`config.mk`:
```
export PLATFORM = sky130hd
export DESIGN_NAME = ssf_flag_bank
export DESIGN_NICKNAME = d
export VERILOG_FILES = /design/src/ssf_pkg.sv /design/src/ssf_flag_bank.sv
export SDC_FILE = /design/constraint.sdc
export NUM_CORES = 1
export LEC_CHECK = 0
export ABC_AREA = 0
export BUFFER_PORTS_ARGS = -buffer_cell sky130_fd_sc_hd__buf_2
export CORE_AREA = 2 2 92 94
export DETAILED_ROUTE_END_ITERATION = 10
export DIE_AREA = 0 0 94 96
export HOLD_SLACK_MARGIN = 0.08
export PLACE_DENSITY = 0.74
export SYNTH_ARGS = -nofsm -noshare
export SYNTH_HDL_FRONTEND = slang
export SYNTH_SLANG_ARGS = --single-unit
```
`constraint.sdc`:
```
create_clock -name pclk -period 6.98 [get_ports pclk]
set_input_delay 1.047 -clock pclk [delete_from_list [all_inputs] [get_ports pclk]]
set_output_delay 1.047 -clock pclk [all_outputs]
set_load 0.1 [all_outputs]
```
`src/ssf_pkg.sv`:
```
// Package with register map, field positions and timing constants for the status flag bank
// How it works
// Diagnostic error flag sets on a diagnosis error and stays on until cleared under R3.
// Self-diagnostic error flag sets on error and holds until acknowledged or cleared under R3.
// Falling motion error detect flag clears both latched error flags for non-stop errors.
// Battery low latch sets below 2.5 V and stays on after recovery.
// Live battery flags follow the low and warning comparators directly; the code updates them only at main pass.
// Battery warning latch sets below 2.7 V and stays on after recovery.
// Supply down flag sets on an interruption up to 20 ms; power cycle clears.
// Other supply module: interruption up to 10 ms sets the same flag.
// Each flag has a setter attribute; only user-settable flags accept writes.
// System flags update only at their listed update moment.
// All flags, supply down included, start off after reset.
`default_nettype none
package ssf_pkg;
  // Byte addresses of the registers
  localparam logic [11:0] ADDR_FLAGS = 12'h000;
  localparam logic [11:0] ADDR_CTRL = 12'h004;
  localparam logic [11:0] ADDR_ATTR = 12'h008;
  // Bit positions in the flag word
  localparam int BIT_DIAG = 0;
  localparam int BIT_SELF = 1;
  localparam int BIT_BLOW_L = 2;
  localparam int BIT_BLOW = 3;
  localparam int BIT_SDOWN = 4;
  localparam int BIT_BWARN_L = 5;
  localparam int BIT_BWARN = 6;
  localparam int NUM_FLAGS = 7;
  // Control bits
  localparam int CTRL_ACK = 0;
  localparam int CTRL_SUPPLY_ALT = 1;
  // Setter attribute codes, two bits per flag
  localparam logic [1:0] SET_SYS = 2'h0;
  localparam logic [1:0] SET_USER = 2'h1;
  localparam logic [1:0] SET_BOTH = 2'h2;
  // Attribute per flag: all system-set
  localparam logic [13:0] ATTR_RESET = 14'h0000;
  localparam logic [6:0] FLAGS_RESET = 7'h00;
  localparam logic [1:0] CTRL_RESET = 2'h0;
  // Interruption windows
  localparam int CLK_HZ = 20000000;
  localparam int DOWN_LONG_MS = 20;
  localparam int DOWN_SHORT_MS = 10;
  localparam int DOWN_LONG_CYC = CLK_HZ / 1000 * DOWN_LONG_MS;
  localparam int DOWN_SHORT_CYC = CLK_HZ / 1000 * DOWN_SHORT_MS;
  // Group of condition inputs
  typedef struct packed {
    logic diag_err;
    logic self_diag_err;
    logic batt_below_low;
    logic batt_below_warn;
    logic supply_lost;
    logic motion_error_detect_flag;
    logic motion_stop_error;
  } ssf_cond_t;
  // Update moments
  typedef struct packed {
    logic main_pass;
    logic error_event;
    logic op_cycle;
  } ssf_tick_t;
endpackage : ssf_pkg
`default_nettype wire

```
`src/ssf_flag_bank.sv`:
```
// Status flag bank with APB register access
`default_nettype none
module ssf_flag_bank #(
  parameter int DOWN_LONG_CYCLES = ssf_pkg::DOWN_LONG_CYC,
  parameter int DOWN_SHORT_CYCLES = ssf_pkg::DOWN_SHORT_CYC
) (
  // Clock and reset
  input wire logic pclk,
  input wire logic presetn,
  // APB slave
  input wire logic psel,
  input wire logic penable,
  input wire logic pwrite,
  input wire logic [11:0] paddr,
  input wire logic [31:0] pwdata,
  output logic [31:0] prdata,
  output logic pready,
  output logic pslverr,
  // Conditions and update moments
  input wire ssf_pkg::ssf_cond_t cond,
  input wire ssf_pkg::ssf_tick_t tick,
  // Flag word
  output logic [6:0] flags
);
  logic [1:0] ctrl;
  logic [13:0] attr;
  logic motion_prev;
  logic [31:0] down_cnt;
  logic down_hit;
  logic ack_pulse;
  logic clear_latch;
  logic wr_en;
  logic [6:0] user_mask;
  logic [6:0] next_flags;
  logic [31:0] next_rdata;
  logic addr_ok;

  assign wr_en = psel && penable && pwrite;
  assign ack_pulse = wr_en && paddr == ssf_pkg::ADDR_CTRL && pwdata[ssf_pkg::CTRL_ACK];
  // falling edge clear
  assign clear_latch = motion_prev && !cond.motion_error_detect_flag && !cond.motion_stop_error;

  // user-writable mask from attributes
  genvar g;
  generate
    for (g = 0; g < ssf_pkg::NUM_FLAGS; g++) begin : g_mask
      assign user_mask[g] = attr[2*g +: 2] != ssf_pkg::SET_SYS;
    end
  endgenerate

  // Edge memory of motion error flag
  always_ff @(posedge pclk or negedge presetn) begin
    if (!presetn) begin
      motion_prev <= 1'b0;
    end else begin
      motion_prev <= cond.motion_error_detect_flag;
    end
  end

  // interruption length counter
  always_ff @(posedge pclk or negedge presetn) begin
    if (!presetn) begin
      down_cnt <= 32'h0000_0000;
      down_hit <= 1'b0;
    end else if (cond.supply_lost) begin
      if (down_cnt != 32'hffff_ffff) begin
        down_cnt <= down_cnt + 32'h0000_0001;
      end
      down_hit <= 1'b0;
    end else begin
      down_hit <= down_cnt != 32'h0000_0000 && down_cnt <= (ctrl[ssf_pkg::CTRL_SUPPLY_ALT] ?
          32'(DOWN_SHORT_CYCLES) : 32'(DOWN_LONG_CYCLES));
      down_cnt <= 32'h0000_0000;
    end
  end

  // Next flag values
  always_comb begin
    next_flags = flags;
    // diagnostic latch at error moment
    if (tick.error_event && cond.diag_err) begin
      next_flags[ssf_pkg::BIT_DIAG] = 1'b1;
    end else if (clear_latch) begin
      next_flags[ssf_pkg::BIT_DIAG] = 1'b0;
    end
    // self-diagnostic latch with acknowledge
    if (tick.error_event && cond.self_diag_err) begin
      next_flags[ssf_pkg::BIT_SELF] = 1'b1;
    end else if (clear_latch || ack_pulse) begin
      next_flags[ssf_pkg::BIT_SELF] = 1'b0;
    end
    // battery flags at main pass
    if (tick.main_pass) begin
      // low latch
      if (cond.batt_below_low) begin
        next_flags[ssf_pkg::BIT_BLOW_L] = 1'b1;
      end
      // warning latch
      if (cond.batt_below_warn) begin
        next_flags[ssf_pkg::BIT_BWARN_L] = 1'b1;
      end
      // live flags
      next_flags[ssf_pkg::BIT_BLOW] = cond.batt_below_low;
      next_flags[ssf_pkg::BIT_BWARN] = cond.batt_below_warn;
    end
    // supply down sticky
    if (down_hit) begin
      next_flags[ssf_pkg::BIT_SDOWN] = 1'b1;
    end
    // user writes to writable flags
    if (wr_en && paddr == ssf_pkg::ADDR_FLAGS) begin
      next_flags = (next_flags & ~user_mask) | (pwdata[6:0] & user_mask);
    end
  end

  // flags start off
  always_ff @(posedge pclk or negedge presetn) begin
    if (!presetn) begin
      flags <= ssf_pkg::FLAGS_RESET;
    end else begin
      flags <= next_flags;
    end
  end

  // Control and attribute registers
  always_ff @(posedge pclk or negedge presetn) begin
    if (!presetn) begin
      ctrl <= ssf_pkg::CTRL_RESET;
      attr <= ssf_pkg::ATTR_RESET;
    end else if (wr_en && paddr == ssf_pkg::ADDR_CTRL) begin
      ctrl <= {pwdata[ssf_pkg::CTRL_SUPPLY_ALT], 1'b0};
    end else if (wr_en && paddr == ssf_pkg::ADDR_ATTR) begin
      attr <= pwdata[13:0];
    end
  end

  // Read decode
  always_comb begin
    next_rdata = 32'h0000_0000;
    addr_ok = 1'b1;
    case (paddr)
      ssf_pkg::ADDR_FLAGS: next_rdata = {25'h0, flags};
      ssf_pkg::ADDR_CTRL: next_rdata = {30'h0, ctrl};
      ssf_pkg::ADDR_ATTR: next_rdata = {18'h0, attr};
      default: addr_ok = 1'b0;
    endcase
  end

  // APB answer, one cycle access phase
  always_ff @(posedge pclk or negedge presetn) begin
    if (!presetn) begin
      prdata <= 32'h0000_0000;
      pready <= 1'b0;
      pslverr <= 1'b0;
    end else begin
      pready <= psel && !penable;
      pslverr <= psel && !penable && !addr_ok;
      prdata <= (psel && !penable && !pwrite) ? next_rdata : 32'h0000_0000;
    end
  end
endmodule : ssf_flag_bank
`default_nettype wire

```
; Word level (Yosys, flattened, before mapping)
; Index checks and enable logic that the tools add are counted.
[op_classes]
bitwise_logic = 5
n_lt_le_gt_ge = 1
n_shift = 0
eq_ne = 4
n_mul = 0
div_mod_pow = 0
reduce_logical = 31
addsub = 1
n_mux = 17
[ops]
columns = op, count
row1 = $mux 32, 3
row2 = $pmux 14 s3, 1
row3 = $add 32x1->32 const B, 1
row4 = $le 32x19->1, 1
row5 = $ne 32x32->1 const B, 1
row6 = $reduce_bool 32->1, 1
row7 = $mux 19, 1
row8 = $and 7x7->7, 2
row9 = $logic_and 1x1->1, 14
row10 = $reduce_bool 2->1, 7
row11 = $eq 12x3->1 const B, 1
row12 = $eq 12x4->1 const B, 1
row13 = $logic_not 12->1, 1
row14 = $mux 1, 9
row15 = $mux 7, 1
row16 = $not 7->7, 1
row17 = $or 7x7->7, 1
row18 = $logic_not 1->1, 5
row19 = $mux 2, 2
row20 = $reduce_or 3->1, 1
row21 = $ne 2x1->1 const B, 1
row22 = $reduce_and 2->1, 1
row23 = $logic_or 1x1->1, 1
row24 = $not 1->1, 1
[word_totals]
output_inout_bits = 41
mem_bits_ro = 0
ramBits = 0
latch_bits = 0
inputBits = 59
register_bits = 90
elab_cells = 68
memories = 0

; Logic depth before layout (Yosys ltp)
[logic_depth]
ltp_word = 10
ltp_mapped = 8
depth_no_buf = 7

; Worst setup path after synthesis
; Ideal clock, no wire load.
[synth_path]
path_kind = input to register
start = in paddr[11]
end = reg attr[0]
path_buffers = 1
setup_slack_ns = 4.005
cell_stages = 5
setup_ns = 0.125
required_time_ns = 6.855
arrival_ns = 2.850
path_cell_list = nor4_1 nand3_1 nor4b_1 buf_2 mux2_2
[synth_between]
elab_chain_len = 4
word_cells_on_any_way = 6
cone_classes = eq/ne: 2 / bitwise: 1 / reduce/logical: 3
[synth_rtl]
columns = element, line
row1 = start: declaration, ssf_flag_bank.sv:14  ; input wire logic [11:0] paddr,
row2 = $eq 12x3->1, ssf_flag_bank.sv:130  ; end else if (wr_en && paddr == ssf_pkg::ADDR_CTRL) begin
row3 = $logic_and 1x1->1, ssf_flag_bank.sv:130
row4 = $not 1->1 (no line), -
row5 = $reduce_and 2->1 (no line) (*), -
row6 = end signal: assignment, ssf_flag_bank.sv:129  ; attr <= ssf_pkg::ATTR_RESET;
row7 = end signal: assignment, ssf_flag_bank.sv:133  ; attr <= pwdata[13:0];
row8 = end: declaration, ssf_flag_bank.sv:26  ; logic [13:0] attr;
; Every way passes the cells marked *; elsewhere a longest branch is shown, timed or not.
; A chain may end at the register's enable or synchronous reset.

; Worst setup path in the final report
[layout_path]
start = reg down_cnt[12]
end = reg down_cnt[11]
[layout_between]
elab_chain_len = 2
[layout_rtl]
columns = element, line
row1 = start: declaration, ssf_flag_bank.sv:28  ; logic [31:0] down_cnt;
row2 = start signal: assignment, ssf_flag_bank.sv:67  ; down_cnt <= down_cnt + 32'h0000_0001;
row3 = $ne 32x32->1, ssf_flag_bank.sv:66  ; if (down_cnt != 32'hffff_ffff) begin
row4 = $ne 2x1->1 (no line), -
; Every way passes these cells.

==> out/results.ini <==
[sta]
fmax_mhz=358
setup_violations=0
finalCritPeriodShare=0.400
final_hold_viol_count=0
worst_pin_slew_ps=911
rsz0062_at_grt=false
drv_slew=0
slew_headroom=0.387
clock_skew_ps=9.12
post-route-min-period_ps=2790
tns_ps=0

[synthesis]
synthTopCellsByArea=dfrtp_1, mux2_2, buf_4
synth_ff_type=dfrtp_1
yosysUniqueCellTypes=49
syn_inst=399
syn_avg_cell_area_um2=9.73
ys_seq_area_frac=0.464
synthesis.area_um2=3880
synth-edff-count=0
synthArstFlopShare=1.00
synth_top_area_cell=dfrtp_1
yosys_warnings=0
synth_top_area_share=0.464
synth_seq_cells=72

[placed_design]
dpl.hpwl_um=5920
io_buffers=62
placedCellCount=551
place.gp.congestion=0.836
dpl_cell_area_um2=4210

[grt]
grt_usage=0.195
grt_pass1_wl_um=14000
grt.overflow.total=0
antenna_found_initial=0
grt_pass1_vias=3062
grt_max_degree=73

[floorplanning]
dieHeight_um=96
core_region_area_um2=8050
start_util=0.482
io_pins=100
dieArea_um2=9020
die_x_um=94
row_count=33

[finish]
drive_gt1_frac=0.225
syn_to_final_growth_pct=13.3
antennaDiodeCount=0
fin_cells=567
nets=526
final_cell_area_um2=4400

[setup_path]
worstSetupPathType=reg -> reg
critical_path.top_delay_family=simple AND/OR/NAND/NOR gates
path_cells=nand4_2 > or4_1 > nor4_2 > buf_4 > or4_2 > a21oi_1
worstPathRequired_ps=7180
worstPathArrival_ps=2990
crit_path_start_kind=flop
crit_path_end_kind=flop
max_stage_delay_ps=720
slowest_stage=or4_1
crit_fanout=14
path_buf_inv=1

[clock_tree]
cts_buffers=9
clock_latency_ps=350
post_cts_resized=0
cts_setup_buffers=0
tritoncts=built
cts_hold_buf=0
cts.sinks=72
cts_max_level=3
root_buffer=clkbuf_8
clk_pin_slew_ps=80
cts_buffer_depth=2

[flow_run]
max_cap_violations=0

[detailed_routing]
wl_per_cell_um=14.6
drt_wl_total_um=8260
vias=3225
first_iter_violations=118
route.detailed.drc=0
first_pass_iters=4
antenna_left=0
viasPerCell=5.69

[power_and_ir_drop]
cellLeakagePower_nw=2.03
ir_drop_v=0.0000908
power_density_nw_per_um2=194

[status]
status=finished, final reports clean

[hold_path]
hold_class=reg -> reg

-- flip-flops by register name, indices dropped and copies added, names as in the netlist, 7 cells and up --
register and cells:
flags 7, attr 14, prdata 14, down_cnt 32
-- routing by layer --
metal / wire, um / track usage
met5: 0 / 0
met4: 76 / 0.0725
met3: 501 / 0.0298
met2: 4120 / 0.336
met1: 3560 / 0.249
-- metrics by stage --
stage | power, mW | util | hold WS, ps | setup slack (ps)
after CTS | 0.861 | 0.546 | 532 | 4200
after global placement | 0.547 | 0.523 | 509 | 3910
after global routing | 0.891 | 0.546 | 552 | 3960
after detailed placement | 0.548 | 0.523 | 516 | 3860
final | 0.852 | 0.546 | 531 | 4190
after floorplan | 0.526 | - | 490 | 4010
-- where the power goes --
part,switching (mW),internal (mW),leakage [nW],total (mW)
registers,0.00433,0.422,0.971,0.426
clock network,0.177,0.136,0.0899,0.313
logic,0.0930,0.0196,0.967,0.113
total,0.274,0.578,2.03,0.852
-- kinds of logic after synthesis --
kind of cell               after synthesis  synth area share
other                                    1          0.000966
xor gates and xnor gates                 6            0.0135
muxes                                   28            0.0770
AOI/OAI and AO/OA                       75             0.120
DFF                                     72             0.464
adders and majority gates               10            0.0322
buffers and inverters                   46            0.0654
and+or+nand+nor                        161             0.227
-- path summary, 6_finish.rpt --
kind	end	start	slack, ps	cells after the start
max in group asynchronous	attr[2]$_DFFE_PN0P_	presetn	5490	2
worst max register to register	down_cnt[11]$_DFFE_PN0P_	down_cnt[12]$_DFFE_PN0P_	4190	6
min in group asynchronous	prdata[9]$_DFF_PN0_	presetn	880	2
worst max-delay path	down_cnt[11]$_DFFE_PN0P_	down_cnt[12]$_DFFE_PN0P_	4190	6
worst min register to register	down_cnt[16]$_DFFE_PN0P_	down_cnt[16]$_DFFE_PN0P_	530	1
worst min-delay path	down_cnt[16]$_DFFE_PN0P_	down_cnt[16]$_DFFE_PN0P_	530	1
-- synthesized netlist by cell type (3+ instances only) --
library cell / instances
nand2b_1: 4
o21ai_0: 21
nand4_1: 9
and3_1: 12
buf_4: 19
or4_1: 11
dfrtp_1: 72
or3_1: 12
o31a_1: 6
buf_2: 4
xor2_1: 3
nor2_1: 29
clkbuf_1: 11
mux2i_1: 13
ha_1: 10
inv_1: 11
mux2_2: 15
nand3_1: 18
o31ai_1: 8
a21oi_1: 20
nand2_1: 29
a31oi_1: 6
xnor2_1: 3
nor3_1: 6
nor4_1: 15
a211oi_1: 3
-- final cells by class --
cell class                 instances  area (um^2)
clock buffer                       9          124
clock inverter                     7         63.8
fill                             746         3650
inverter                          11         41.3
multi-input combinational        298         1900
sequential                        72         1800
tap                              105          131
timing repair buffer              65          333
-- placed cells by master, fill, tap and decap left out, types with 2 or more instances in the layout --
cell	Yosys	layout
nor4_1	15	14
clkinv_4	0	2
o21ai_0	21	21
or3_1	12	12
ha_1	10	10
xnor2_1	3	3
a21oi_1	20	20
nor2_1	29	29
nand4_2	2	2
clkinvlp_4	0	2
nand3_1	18	18
o31ai_1	8	8
inv_8	0	2
buf_4	19	3
xor2_1	3	3
dfrtp_1	72	72
nand2_1	29	29
and4_1	2	2
nand4_1	9	9
clkbuf_8	0	9
and3_1	12	12
o211ai_1	2	2
conb_1	1	18
a31oi_1	6	6
inv_1	11	11
mux2i_1	13	13
nor3_1	6	6
or4_2	2	2
buf_2	4	62
mux2_2	15	15
or4_1	11	11
o31a_1	6	6
and2_1	2	2
a211oi_1	3	3
nand2b_1	4	4
Note: power is estimated with default switching activity, not from simulation.
